<file path="config.mk">
export PLATFORM = sky130hd
export DESIGN_NAME = fscr_regs
export DESIGN_NICKNAME = d
export VERILOG_FILES = /design/src/pkg/fscr_pkg.sv /design/src/hdl/fscr_regs.sv /design/src/hdl/fscr_sec_load.sv /design/src/hdl/fscr_fault_ctl.sv
export SDC_FILE = /design/constraint.sdc
export NUM_CORES = 1
export LEC_CHECK = 0
export BUFFER_PORTS_ARGS = -buffer_cell sky130_fd_sc_hd__buf_4
export CAP_MARGIN = 30
export CORE_UTILIZATION = 42
export CTS_BUF_LIST = sky130_fd_sc_hd__clkbuf_16
export CTS_CLUSTER_SIZE = 20
export DETAILED_ROUTE_END_ITERATION = 6
export PLACE_DENSITY_LB_ADDON = 0.2
export REMOVE_ABC_BUFFERS = 1
export SYNTH_ARGS = -nofsm -noshare
export SYNTH_HDL_FRONTEND = slang
export SYNTH_SLANG_ARGS = --single-unit
</file>
<file path="constraint.sdc">
create_clock -name i_mclk -period 2 [get_ports i_mclk]
set_clock_uncertainty 0.1 [all_clocks]
set_input_delay 0.3 -clock i_mclk [delete_from_list [all_inputs] [get_ports i_mclk]]
set_output_delay 0.3 -clock i_mclk [all_outputs]
set_load 0.02 [all_outputs]
</file>
<file path="src/pkg/fscr_pkg.sv">
// fscr_pkg: register map, field positions and reset values of the flash security/config bank
// assumes a 32-bit avalon-mm slave with word addresses (byte address = 4 * index)
package fscr_pkg;

  // ------------------------------------------------------------
  // register indices and address width
  // ------------------------------------------------------------
  localparam logic [7:0] SEC_IDX  = 8'h01;
  localparam logic [7:0] CIX_IDX  = 8'h02;
  localparam logic [7:0] RSV_IDX  = 8'h03;
  localparam logic [7:0] CFG_IDX  = 8'h04;
  localparam logic [7:0] STAT_IDX = 8'h06;
  localparam logic [7:0] FLT_IDX  = 8'h07;
  localparam logic [7:0] FIE_IDX  = 8'h05;
  localparam int         ADDR_W   = 6;

  // ------------------------------------------------------------
  // field positions
  // ------------------------------------------------------------
  localparam int BACKDOOR_KEY_ENABLE_HI   = 7;
  localparam int BACKDOOR_KEY_ENABLE_LO   = 6;
  localparam int SECC_HI    = 1;
  localparam int SECC_LO    = 0;
  localparam int CIX_W      = 3;
  localparam int CFG_DONEIE = 7;
  localparam int CFG_MUTE   = 4;
  localparam int CFG_FDBL   = 1;
  localparam int CFG_FSGL   = 0;
  localparam int STAT_DONE  = 7;
  localparam int FLT_DBL    = 1;
  localparam int FLT_SGL    = 0;

  // ------------------------------------------------------------
  // values
  // ------------------------------------------------------------
  localparam logic [1:0]  PAT_ENABLED = 2'h2;
  localparam logic [7:0]  SEC_ALL_SET = 8'hff;
  localparam logic [7:0]  CFG_WMASK   = 8'h93;
  localparam logic [17:0] SEC_NV_ADDR = 18'h3ff0f;
  localparam logic [7:0]  RST_VAL     = 8'h00;

  typedef enum logic [1:0] {
    FSCR_LD_IDLE = 2'b00,
    FSCR_LD_REQ  = 2'b01,
    FSCR_LD_DONE = 2'b11
  } fscr_ld_type;

endpackage

</file>
<file path="src/hdl/fscr_regs.sv">
// fscr_regs: flash security, command index, reserved and configuration register bank
// What this block does
// - load security byte from nv at reset
// - double fault on load sets all bits
// - security register read only
// - backdoor key enabled only for 10
// - unsecured only for code 10
// - backdoor unsecure forces code to 10
// - command index three bits, rest zero
// - reserved register reads zero, ignores writes
// - config has four writable bits only
// - done interrupt when enabled and flag set
// - mute hides single faults and interrupt
// - double flag on real or forced fault, mute does not hide it
// - force double flags every read, interrupts
// - forced double never updates capture
// - force single flags every unmuted read, interrupts
// - forced single never updates capture
// - done flag high when command complete
// - double fault interrupt when enabled
// assumes an avalon-mm master and an external sequencer, nv reader and ecc path
`timescale 1ns/1ps
module fscr_regs (
  // clock and reset
  input  wire logic                       i_mclk,
  input  wire logic                       i_nrst,
  // avalon-mm slave
  input  wire logic [fscr_pkg::ADDR_W-1:0] i_avs_address,
  input  wire logic                       i_avs_read,
  input  wire logic                       i_avs_write,
  input  wire logic [31:0]                i_avs_writedata,
  input  wire logic [3:0]                 i_avs_byteenable,
  output logic [31:0]                     o_avs_readdata,
  output logic                            o_avs_waitrequest,
  output logic [1:0]                      o_avs_response,
  // nv reader for the security byte
  output logic                            o_nv_req,
  output logic [17:0]                     o_nv_addr,
  input  wire logic                       i_nv_valid,
  input  wire logic [7:0]                 i_nv_data,
  input  wire logic                       i_nv_dfault,
  // command sequencer
  input  wire logic                       i_cmd_busy,
  input  wire logic                       i_backdoor_unsec,
  output logic [fscr_pkg::CIX_W-1:0]      o_cmd_word_sel,
  // ecc datapath
  input  wire logic                       i_rd_stb,
  input  wire logic                       i_real_sgl,
  input  wire logic                       i_real_dbl,
  output logic                            o_ecc_capture,
  // security decode
  output logic                            o_key_enabled,
  output logic                            o_unsecured,
  output logic                            o_sec_loaded,
  // interrupt requests
  output logic                            o_done_irq,
  output logic                            o_fault_irq
);
  import fscr_pkg::*;

  // ------------------------------------------------------------
  // decode helpers
  // ------------------------------------------------------------
  function automatic logic is_pat_en(input logic [1:0] f);
    is_pat_en = (f == PAT_ENABLED);
  endfunction

  function automatic logic hit(input logic [ADDR_W-1:0] a, input logic [7:0] idx);
    hit = (a == idx[ADDR_W-1:0]);
  endfunction

  logic [7:0]       sec_raw;
  logic [7:0]       sec_view;
  logic             sec_done;
  logic [CIX_W-1:0] cix_q;
  logic [7:0]       cfg_q;
  logic [1:0]       fie_q;
  logic             sgl_flag;
  logic             dbl_flag;
  logic             done_flag;
  logic             wr_lane0;
  logic             rd_ack_q;
  logic             unmapped;
  logic [7:0]       rd_byte;
  logic             clr_sgl;
  logic             clr_dbl;

  // ------------------------------------------------------------
  // sub-blocks
  // ------------------------------------------------------------
  fscr_sec_load u_load (
    .i_mclk      (i_mclk),
    .i_nrst      (i_nrst),
    .o_nv_req    (o_nv_req),
    .o_nv_addr   (o_nv_addr),
    .i_nv_valid  (i_nv_valid),
    .i_nv_data   (i_nv_data),
    .i_nv_dfault (i_nv_dfault),
    .o_sec_q     (sec_raw),
    .o_done      (sec_done)
  );

  fscr_fault_ctl u_fault (
    .i_mclk      (i_mclk),
    .i_nrst      (i_nrst),
    .i_rd_stb    (i_rd_stb),
    .i_real_sgl  (i_real_sgl),
    .i_real_dbl  (i_real_dbl),
    .i_mute      (cfg_q[CFG_MUTE]),
    .i_force_sgl (cfg_q[CFG_FSGL]),
    .i_force_dbl (cfg_q[CFG_FDBL]),
    .i_clr_sgl   (clr_sgl),
    .i_clr_dbl   (clr_dbl),
    .o_sgl_flag  (sgl_flag),
    .o_dbl_flag  (dbl_flag),
    .o_capture   (o_ecc_capture)
  );

  // ------------------------------------------------------------
  // security view
  // ------------------------------------------------------------
  always_comb begin
    sec_view = sec_raw;
    if (i_backdoor_unsec) begin
      sec_view[SECC_HI:SECC_LO] = PAT_ENABLED;
    end
  end

  assign o_key_enabled = is_pat_en(sec_view[BACKDOOR_KEY_ENABLE_HI:BACKDOOR_KEY_ENABLE_LO]);
  assign o_unsecured   = is_pat_en(sec_view[SECC_HI:SECC_LO]);
  assign o_sec_loaded  = sec_done;

  // ------------------------------------------------------------
  // bus write side
  // ------------------------------------------------------------
  // only byte lane 0 carries register data; other lanes are ignored
  assign wr_lane0 = i_avs_write && i_avs_byteenable[0];
  assign clr_sgl  = wr_lane0 && hit(i_avs_address, FLT_IDX) && i_avs_writedata[FLT_SGL];
  assign clr_dbl  = wr_lane0 && hit(i_avs_address, FLT_IDX) && i_avs_writedata[FLT_DBL];

  always_ff @(posedge i_mclk or negedge i_nrst) begin
    if (!i_nrst) begin
      cix_q <= '0;
    end else if (wr_lane0 && hit(i_avs_address, CIX_IDX)) begin
      cix_q <= i_avs_writedata[CIX_W-1:0];
    end
  end

  always_ff @(posedge i_mclk or negedge i_nrst) begin
    if (!i_nrst) begin
      cfg_q <= RST_VAL;
    end else if (wr_lane0 && hit(i_avs_address, CFG_IDX)) begin
      cfg_q <= i_avs_writedata[7:0] & CFG_WMASK;
    end
  end

  always_ff @(posedge i_mclk or negedge i_nrst) begin
    if (!i_nrst) begin
      fie_q <= 2'h0;
    end else if (wr_lane0 && hit(i_avs_address, FIE_IDX)) begin
      fie_q <= i_avs_writedata[1:0];
    end
  end

  // ------------------------------------------------------------
  // status and interrupts
  // ------------------------------------------------------------
  assign done_flag   = sec_done && !i_cmd_busy;
  assign o_done_irq  = cfg_q[CFG_DONEIE] && done_flag;
  assign o_fault_irq = (fie_q[FLT_DBL] && dbl_flag)
                     || (fie_q[FLT_SGL] && sgl_flag);
  assign o_cmd_word_sel = cix_q;

  // ------------------------------------------------------------
  // bus read side
  // ------------------------------------------------------------
  always_comb begin
    rd_byte  = 8'h00;
    unmapped = 1'b0;
    case (i_avs_address)
      SEC_IDX[ADDR_W-1:0]:  rd_byte = sec_view;
      CIX_IDX[ADDR_W-1:0]:  rd_byte = {5'h00, cix_q};
      RSV_IDX[ADDR_W-1:0]:  rd_byte = 8'h00;
      CFG_IDX[ADDR_W-1:0]:  rd_byte = cfg_q;
      FIE_IDX[ADDR_W-1:0]:  rd_byte = {6'h00, fie_q};
      STAT_IDX[ADDR_W-1:0]: rd_byte = {done_flag, 7'h00};
      FLT_IDX[ADDR_W-1:0]:  rd_byte = {6'h00, dbl_flag, sgl_flag};
      default:              unmapped = 1'b1;
    endcase
  end

  // reads take one wait state so data come from a flop
  always_ff @(posedge i_mclk or negedge i_nrst) begin
    if (!i_nrst) begin
      rd_ack_q <= 1'b0;
    end else begin
      rd_ack_q <= i_avs_read && !rd_ack_q;
    end
  end

  always_ff @(posedge i_mclk or negedge i_nrst) begin
    if (!i_nrst) begin
      o_avs_readdata <= 32'h0000_0000;
      o_avs_response <= 2'h0;
    end else if (i_avs_read && !rd_ack_q) begin
      o_avs_readdata <= {24'h00_0000, rd_byte};
      o_avs_response <= unmapped ? 2'h2 : 2'h0;
    end
  end

  assign o_avs_waitrequest = i_avs_read && !rd_ack_q;

  // ------------------------------------------------------------
  // checks
  // ------------------------------------------------------------
  sec_ro_a: assert property (@(posedge i_mclk) disable iff (!i_nrst)
    (sec_done && $stable(sec_raw) && $stable(i_backdoor_unsec)
     && i_avs_write && hit(i_avs_address, SEC_IDX)) |=> $stable(sec_view))
    else $error("security register changed by write");
  cfg_mask_a: assert property (@(posedge i_mclk) disable iff (!i_nrst)
    (cfg_q & ~CFG_WMASK) == 8'h00)
    else $error("unwritable config bit set");
  done_irq_a: assert property (@(posedge i_mclk) disable iff (!i_nrst)
    o_done_irq == (cfg_q[CFG_DONEIE] && !i_cmd_busy && sec_done))
    else $error("done interrupt mismatch");
  unsec_a: assert property (@(posedge i_mclk) disable iff (!i_nrst)
    i_backdoor_unsec |-> o_unsecured)
    else $error("backdoor unsecure not forced");
  dbl_irq_a: assert property (@(posedge i_mclk) disable iff (!i_nrst)
    (fie_q[FLT_DBL] && dbl_flag) |-> o_fault_irq)
    else $error("double fault interrupt missing");
  cix_wr_a: assert property (@(posedge i_mclk) disable iff (!i_nrst)
    (wr_lane0 && hit(i_avs_address, CIX_IDX))
      |=> cix_q == $past(i_avs_writedata[CIX_W-1:0]))
    else $error("command index not stored");

endmodule // fscr_regs

</file>
<file path="src/hdl/fscr_sec_load.sv">
// fscr_sec_load: fetches the security byte from non-volatile memory after reset
// assumes the nv reader answers with one-cycle valid and a double-fault flag
`timescale 1ns/1ps
module fscr_sec_load (
  // clock and reset
  input  wire logic                 i_mclk,
  input  wire logic                 i_nrst,
  // nv reader
  output logic                      o_nv_req,
  output logic [17:0]               o_nv_addr,
  input  wire logic                 i_nv_valid,
  input  wire logic [7:0]           i_nv_data,
  input  wire logic                 i_nv_dfault,
  // loaded value
  output logic [7:0]                o_sec_q,
  output logic                      o_done
);
  import fscr_pkg::*;

  fscr_ld_type state_q;
  logic [7:0]  sec_q;

  // ------------------------------------------------------------
  // load sequence
  // ------------------------------------------------------------
  always_ff @(posedge i_mclk or negedge i_nrst) begin
    if (!i_nrst) begin
      state_q <= FSCR_LD_IDLE;
    end else begin
      case (state_q)
        FSCR_LD_IDLE: state_q <= FSCR_LD_REQ;
        FSCR_LD_REQ: begin
          if (i_nv_valid) begin
            state_q <= FSCR_LD_DONE;
          end
        end
        FSCR_LD_DONE: state_q <= FSCR_LD_DONE;
        default: state_q <= FSCR_LD_IDLE;
      endcase
    end
  end

  always_ff @(posedge i_mclk or negedge i_nrst) begin
    if (!i_nrst) begin
      sec_q <= SEC_ALL_SET;
    end else if (state_q == FSCR_LD_REQ && i_nv_valid) begin
      // a bad phrase leaves the part locked rather than trusting garbage
      sec_q <= i_nv_dfault ? SEC_ALL_SET : i_nv_data;
    end
  end

  assign o_nv_req  = (state_q == FSCR_LD_REQ);
  assign o_nv_addr = SEC_NV_ADDR;
  assign o_sec_q   = sec_q;
  assign o_done    = (state_q == FSCR_LD_DONE);

  sec_fault_a: assert property (@(posedge i_mclk) disable iff (!i_nrst)
    (state_q == FSCR_LD_REQ && i_nv_valid && i_nv_dfault) |=> sec_q == SEC_ALL_SET)
    else $error("security byte not forced on double fault");
  sec_load_a: assert property (@(posedge i_mclk) disable iff (!i_nrst)
    (state_q == FSCR_LD_REQ && i_nv_valid && !i_nv_dfault) |=> sec_q == $past(i_nv_data))
    else $error("security byte not loaded");

endmodule // fscr_sec_load

</file>
<file path="src/hdl/fscr_fault_ctl.sv">
// fscr_fault_ctl: ecc fault flags, forced faults and capture gating for array reads
// assumes one-cycle read strobes with real fault indications from the ecc datapath
`timescale 1ns/1ps
module fscr_fault_ctl (
  // clock and reset
  input  wire logic i_mclk,
  input  wire logic i_nrst,
  // array read result
  input  wire logic i_rd_stb,
  input  wire logic i_real_sgl,
  input  wire logic i_real_dbl,
  // configuration
  input  wire logic i_mute,
  input  wire logic i_force_sgl,
  input  wire logic i_force_dbl,
  // software clear, write one to clear
  input  wire logic i_clr_sgl,
  input  wire logic i_clr_dbl,
  // outputs
  output logic      o_sgl_flag,
  output logic      o_dbl_flag,
  output logic      o_capture
);
  import fscr_pkg::*;

  logic sgl_q;
  logic dbl_q;
  logic set_sgl;
  logic set_dbl;

  // ------------------------------------------------------------
  // flag set terms
  // ------------------------------------------------------------
  assign set_dbl = i_rd_stb && (i_real_dbl || i_force_dbl);
  assign set_sgl = i_rd_stb && !i_mute && (i_real_sgl || i_force_sgl);

  // set wins over a simultaneous clear
  always_ff @(posedge i_mclk or negedge i_nrst) begin
    if (!i_nrst) begin
      dbl_q <= 1'b0;
    end else if (set_dbl) begin
      dbl_q <= 1'b1;
    end else if (i_clr_dbl) begin
      dbl_q <= 1'b0;
    end
  end

  always_ff @(posedge i_mclk or negedge i_nrst) begin
    if (!i_nrst) begin
      sgl_q <= 1'b0;
    end else if (set_sgl) begin
      sgl_q <= 1'b1;
    end else if (i_clr_sgl) begin
      sgl_q <= 1'b0;
    end
  end

  // capture only on genuine faults, forced ones never overwrite
  assign o_capture  = i_rd_stb && (i_real_dbl || (i_real_sgl && !i_mute));
  assign o_sgl_flag = sgl_q;
  assign o_dbl_flag = dbl_q;

  dbl_force_a: assert property (@(posedge i_mclk) disable iff (!i_nrst)
    (i_rd_stb && i_force_dbl) |=> dbl_q)
    else $error("forced double fault not flagged");
  dbl_mute_a: assert property (@(posedge i_mclk) disable iff (!i_nrst)
    (i_rd_stb && i_real_dbl && i_mute) |=> dbl_q)
    else $error("mute blocked double fault");
  sgl_mute_a: assert property (@(posedge i_mclk) disable iff (!i_nrst)
    (i_mute && !sgl_q) |=> !sgl_q)
    else $error("single fault reported while muted");
  dbl_clean_a: assert property (@(posedge i_mclk) disable iff (!i_nrst)
    (!dbl_q && !(i_rd_stb && (i_real_dbl || i_force_dbl))) |=> !dbl_q)
    else $error("double fault flag without cause");
  cap_gate_a: assert property (@(posedge i_mclk) disable iff (!i_nrst)
    (i_rd_stb && !i_real_dbl && !i_real_sgl) |-> !o_capture)
    else $error("capture on forced fault");
  sgl_force_a: assert property (@(posedge i_mclk) disable iff (!i_nrst)
    (i_rd_stb && i_force_sgl && !i_mute) |=> sgl_q)
    else $error("forced single fault not flagged");

endmodule // fscr_fault_ctl

</file>
## Yosys cells after proc, flatten, opt, wreduce, memory -nomap -nowiden

Index checks and enable logic that the tools add are counted.

| storage, ports and cells | value |
|---|---|
| flip-flop bits (word level) | 32 |
| input bits | 61 |

| cells by class | value |
|---|---|
| equal/unequal tests | 12 |
| muxes and demuxes | 10 |
| reduce and logical (&&, ||, !) cells | 29 |

Operators with widths:

| kind | number |
|---|---|
| 8-bit case mux with 6 select lines | 1 |
| 6-bit by 3-bit equality test with 1-bit output, second input constant | 4 |
| 1-bit logical AND | 18 |
| 6-bit by 2-bit equality test with 1-bit output, second input constant | 2 |
| 8-bit 2-to-1 mux | 1 |
| 7-bit OR reduction | 1 |
| 2-bit equality test, second input constant | 3 |
| 6-bit by 1-bit equality test with 1-bit output, second input constant | 1 |
| 2-bit 2-to-1 mux | 3 |
| 2-bit case mux with 3 select lines | 1 |
| 1-bit logical OR | 4 |
| 1-bit 2-to-1 mux | 4 |
| 2-bit nonzero test | 2 |
| 1-bit zero test | 3 |
| 2-bit by 1-bit equality test with 1-bit output, second input constant | 1 |
| 2-bit zero test | 1 |
| 2-bit by 1-bit inequality test with 1-bit output, second input constant | 1 |

## Longest topological paths before layout

| depth | value |
|---|---|
| depth in word-level cells | 5 |
| depth in mapped cells | 5 |
| depth with buffers taken out | 4 |

## Cells and area by module

Synthesis repeated with hierarchy kept, for this count alone.

| unflattened totals | value |
|---|---|
| cell total of the unflattened synthesis | 186 |
| area total of the unflattened synthesis | 1891.8 µm² |

Modules (own cells, without submodules):

| module | times used | cells each | area each (µm²) | seq. area each (µm²) |
|---|---|---|---|---|
| fscr_regs | 1 | 114 | 1188.6 | 475.5 |
| fscr_sec_load | 1 | 61 | 598.1 | 260.2 |
| fscr_fault_ctl | 1 | 11 | 105.1 | 50.0 |

## Worst setup path before layout

OpenSTA, ideal clock, no wires.

| path | value |
|---|---|
| path type | input-to-reg |
| start point | input i_avs_address[5] (netlist bit) |
| end point | register fie_q[0] |
| setup time | 0.125 ns |
| arrival time | 1.510 ns |
| path slack | 0.265 ns |
| cell stages on the path | 4 |
| path buffers | 1 |
| path through | or3_4 > buf_2 > nor4_4 > mux2_2 |

| between the ends | value |
|---|---|
| word-level cells in the longest chain between the ends | 2 |

Ends and longest elaborated chain:

| item | RTL line | RTL |
|---|---|---|
| from (decl) | fscr_regs.sv:28 | `input wire logic [fscr_pkg::ADDR_W-1:0] i_avs_address,` |
| 6-bit by 3-bit equality test with 1-bit output | fscr_regs.sv:69 | `hit = (a == idx[ADDR_W-1:0]);` |
| 1-bit logical AND | fscr_regs.sv:160 | `end else if (wr_lane0 && hit(i_avs_address, FIE_IDX)) begin` |
| to (signal assigned) | fscr_regs.sv:161 | `fie_q <= i_avs_writedata[1:0];` |
| to (decl) | fscr_regs.sv:77 | `logic [1:0] fie_q;` |

No other way between the ends.
A chain may end at the register's enable or synchronous reset.

## Worst setup path after layout

| path | value |
|---|---|
| start point | input i_avs_address[5] (netlist bit) |
| end point | register cfg_q[1] |

| between the ends | value |
|---|---|
| word-level cells in the longest chain between the ends | 2 |

Ends and longest elaborated chain:

| item | RTL line | RTL |
|---|---|---|
| 6-bit by 3-bit equality test with 1-bit output | fscr_regs.sv:69 |  |
| 1-bit logical AND | fscr_regs.sv:152 | `end else if (wr_lane0 && hit(i_avs_address, CFG_IDX)) begin` |
| to (signal assigned) | fscr_regs.sv:153 | `cfg_q <= i_avs_writedata[7:0] & CFG_WMASK;` |
| to (decl) | fscr_regs.sv:76 | `logic [7:0] cfg_q;` |

No other way between the ends.

==> impl_metrics.py <==
metrics = {
    "yosys": {
        "ys_ff_latch": 31,
        "ys_types": 42,
        "synth-edff-count": 0,
        "synth-seq-area-share_pct": 42.7,
        "synthArstFlopShare_pct": 100,
        "yosys_warnings": 0,
        "avgSynthCellArea_um2": 9.84,
        "syn_inst": 187,
        "syn-cell-area_um2": 1840,
        "ys.flop_type": "dfrtp_1",
    },
    "clock_network": {
        "post_cts_buffers": 0,
        "cts.sinks": 31,
        "path_clk_slew_ns": 0.05,
        "cts_tree": "built",
        "cts_inserted_buffers": 5,
        "htreeDepth": 2,
        "cts_max_path_buffers": 2,
        "cts_root_buf": "clkbuf_16",
        "clk-insertion-delay-late_ns": 0.28,
    },
    "grt": {
        "grt_antenna_before_repair": 0,
        "grt-ovfl-total": 0,
        "grt_pass1_vias": 1219,
        "grt_usage_pct": 17.1,
        "grt_max_degree": 32,
        "grt_first_pass_wirelength_mm": 5.69,
    },
    "detailed_routing": {
        "totalWireLength_mm": 3.51,
        "first_pass_iters": 4,
        "drtAntennaViolNets": 0,
        "via_count": 1394,
        "drc": 0,
        "viasPerCell": 4.79,
        "wire_per_inst_um": 12.1,
        "first_iter_violations": 72,
    },
    "place": {
        "place_congestion": 0.733,
        "io_buffers": 50,
        "place_hpwl_mm": 2.66,
    },
    "cells_and_area": {
        "mostFrequentLayoutCells": "54 x buf_4, 43 x conb_1, 23 x dfrtp_1",
        "drive_above_1_share_pct": 32.4,
        "ff_latch_area_um2": 786,
        "syn_to_final_growth_pct": 22.4,
        "final_nets": 301,
        "antennaDiodeCount": 0,
        "nFillCells": 377,
        "fin_util_pct": 54.7,
        "final_common_cell": "buf_4",
        "multi_input_comb_area_um2": 832,
    },
    "run": {
        "cap_viol_max_count": 0,
    },
    "floorplan": {
        "die_height_um": 68.2,
        "io_pins": 124,
        "core_um2": 4120,
        "num_rows": 23,
        "die_w_um": 68.2,
        "initial_core_util_pct": 44.7,
        "die-area_um2": 4650,
    },
    "outcome": {
        "status": "complete, no violations",
    },
    "timing": {
        "fin_crit_ns": 1.66,
        "setup_viol": 0,
        "period_share_pct": 83.2,
        "fmax_mhz": 601,
        "rsz0062_at_grt": "no",
        "slew_viol_final": 0,
        "final.setup.tns_ns": 0,
        "finalHoldViolations": 0,
    },
    "power_and_ir_drop": {
        "p_per_area_nw_per_um2": 759,
        "irDropWorstVdd_v": 0.000411,
        "p_leak_nw": 1.14,
    },
    "worst_hold_path": {
        "worst_hold_path_type": "in -> reg",
    },
    "critical_path": {
        "cp-end-kind": "flop",
        "critPathArrivalTime_ns": 1.72,
        "critPathLaunchType": "input pin",
        "cp_max_fo": 7,
        "worstSetupPathType": "in -> reg",
        "required_ns": 2.06,
    },
}
## logic make-up after synthesis
| kind of cell | share of synthesized area [%] |
|---|---|
| AOI/OAI and AO/OA | 12.0 |
| other | 0.408 |
| buffers and inverters | 20.4 |
| and+or+nand+nor | 17.8 |
| DFF | 42.7 |
| muxes | 6.60 |
## cells in the mapped netlist, types with 2 or more instances
library cell  number  area [um2]
buf_4             44         330
dfrtp_1           23         576
nand2_1           17        63.8
o21ai_0           11        55.1
nor2_1             9        33.8
dfstp_2            8         210
nor3_1             8        40.0
a22o_1             5        43.8
inv_1              5        18.8
mux2_2             5        56.3
mux2_1             4        45.0
nor2b_1            4        25.0
buf_2              3        15.0
nand2b_1           3        18.8
a21o_1             2        15.0
a21oi_1            2        10.0
a221oi_1           2        17.5
and3_1             2        12.5
clkbuf_1           2        7.51
conb_1             2        7.51
mux2i_1            2        20.0
nand3_1            2        10.0
o21a_1             2        15.0
o22ai_1            2        12.5
## per-layer routing
metal  global-route usage [%]  share of wire, %  vias to the layer above
li1                         -                 -                      671
met1                     22.3                45                      641
met2                     26.8                46                       77
met3                     4.50               7.1                        5
met4                     7.03               1.7                        0
met5                        0                 0                        -
## layout make-up
cell class	count	area share [%]
Inverter	5	0.834
Tap cell	50	2.78
Clock inverter	3	0.500
Sequential cell	31	34.9
Clock buffer	5	5.56
Multi-Input combinational cell	142	37.0
Timing Repair Buffer	55	18.5
## worst paths after layout
kind | startpoint | endpoint | slack [ns] | depth (start not counted)
max | i_avs_address[5] | cfg_q[1] | 0.34 | 5
min | i_nv_valid | u_load.state_q[1] | 0.14 | 2
max reg2reg | rd_ack_q | o_avs_readdata[2] | 0.39 | 3
min reg2reg | o_avs_response[1] | o_avs_response[1] | 0.37 | 2
max in group asynchronous | i_nrst | u_load.o_sec_q[1] | 1.08 | 2
min in group asynchronous | i_nrst | rd_ack_q | 0.40 | 2
## power breakdown
group / total (W) / internal [W] / leakage [nW] / switching, W
registers: 0.000712 / 0.000684 / 0.377 / 0.0000276
clock network: 0.000699 / 0.000446 / 0.0701 / 0.000253
logic: 0.000298 / 0.000111 / 0.690 / 0.000187
## registers in the layout (all words and copies together) (netlist names)
name                count
cfg_q                   4
fie_q                   2
o_avs_readdata          8
o_avs_response          1
o_cmd_word_sel          3
rd_ack_q                1
u_fault.o_dbl_flag      1
u_fault.o_sgl_flag      1
u_load.o_sec_q          8
u_load.state_q          2
## repair_timing
| item | in CTS | in global routing |
|---|---|---|
| hold buffers | 1 | 0 |
| hold endpoints to repair | 23 | 0 |
| gates resized for setup | 0 | 0 |
## through the flow
stage	total power, W	cell area, um2	hold WS (ns)	std cells	worst slack [ns]
finish	0.00171	2250	0.135	291	0.335
global route	0.00179	2250	0.146	291	0.278
CTS	0.00173	2250	0.135	291	0.337
global placement	0.00102	2100	0.157	282	0.0423
detailed placement	0.00102	2100	0.156	282	0.0565
floorplan	0.000886	1640	-0.0956	178	0.270
## critical path: stages
cell     delay, ns
buf_4         0.11
or3_4         0.44
nor4b_4       0.33
nand3_2       0.19
mux2_1        0.35
Power figures use the tool's default switching activity.
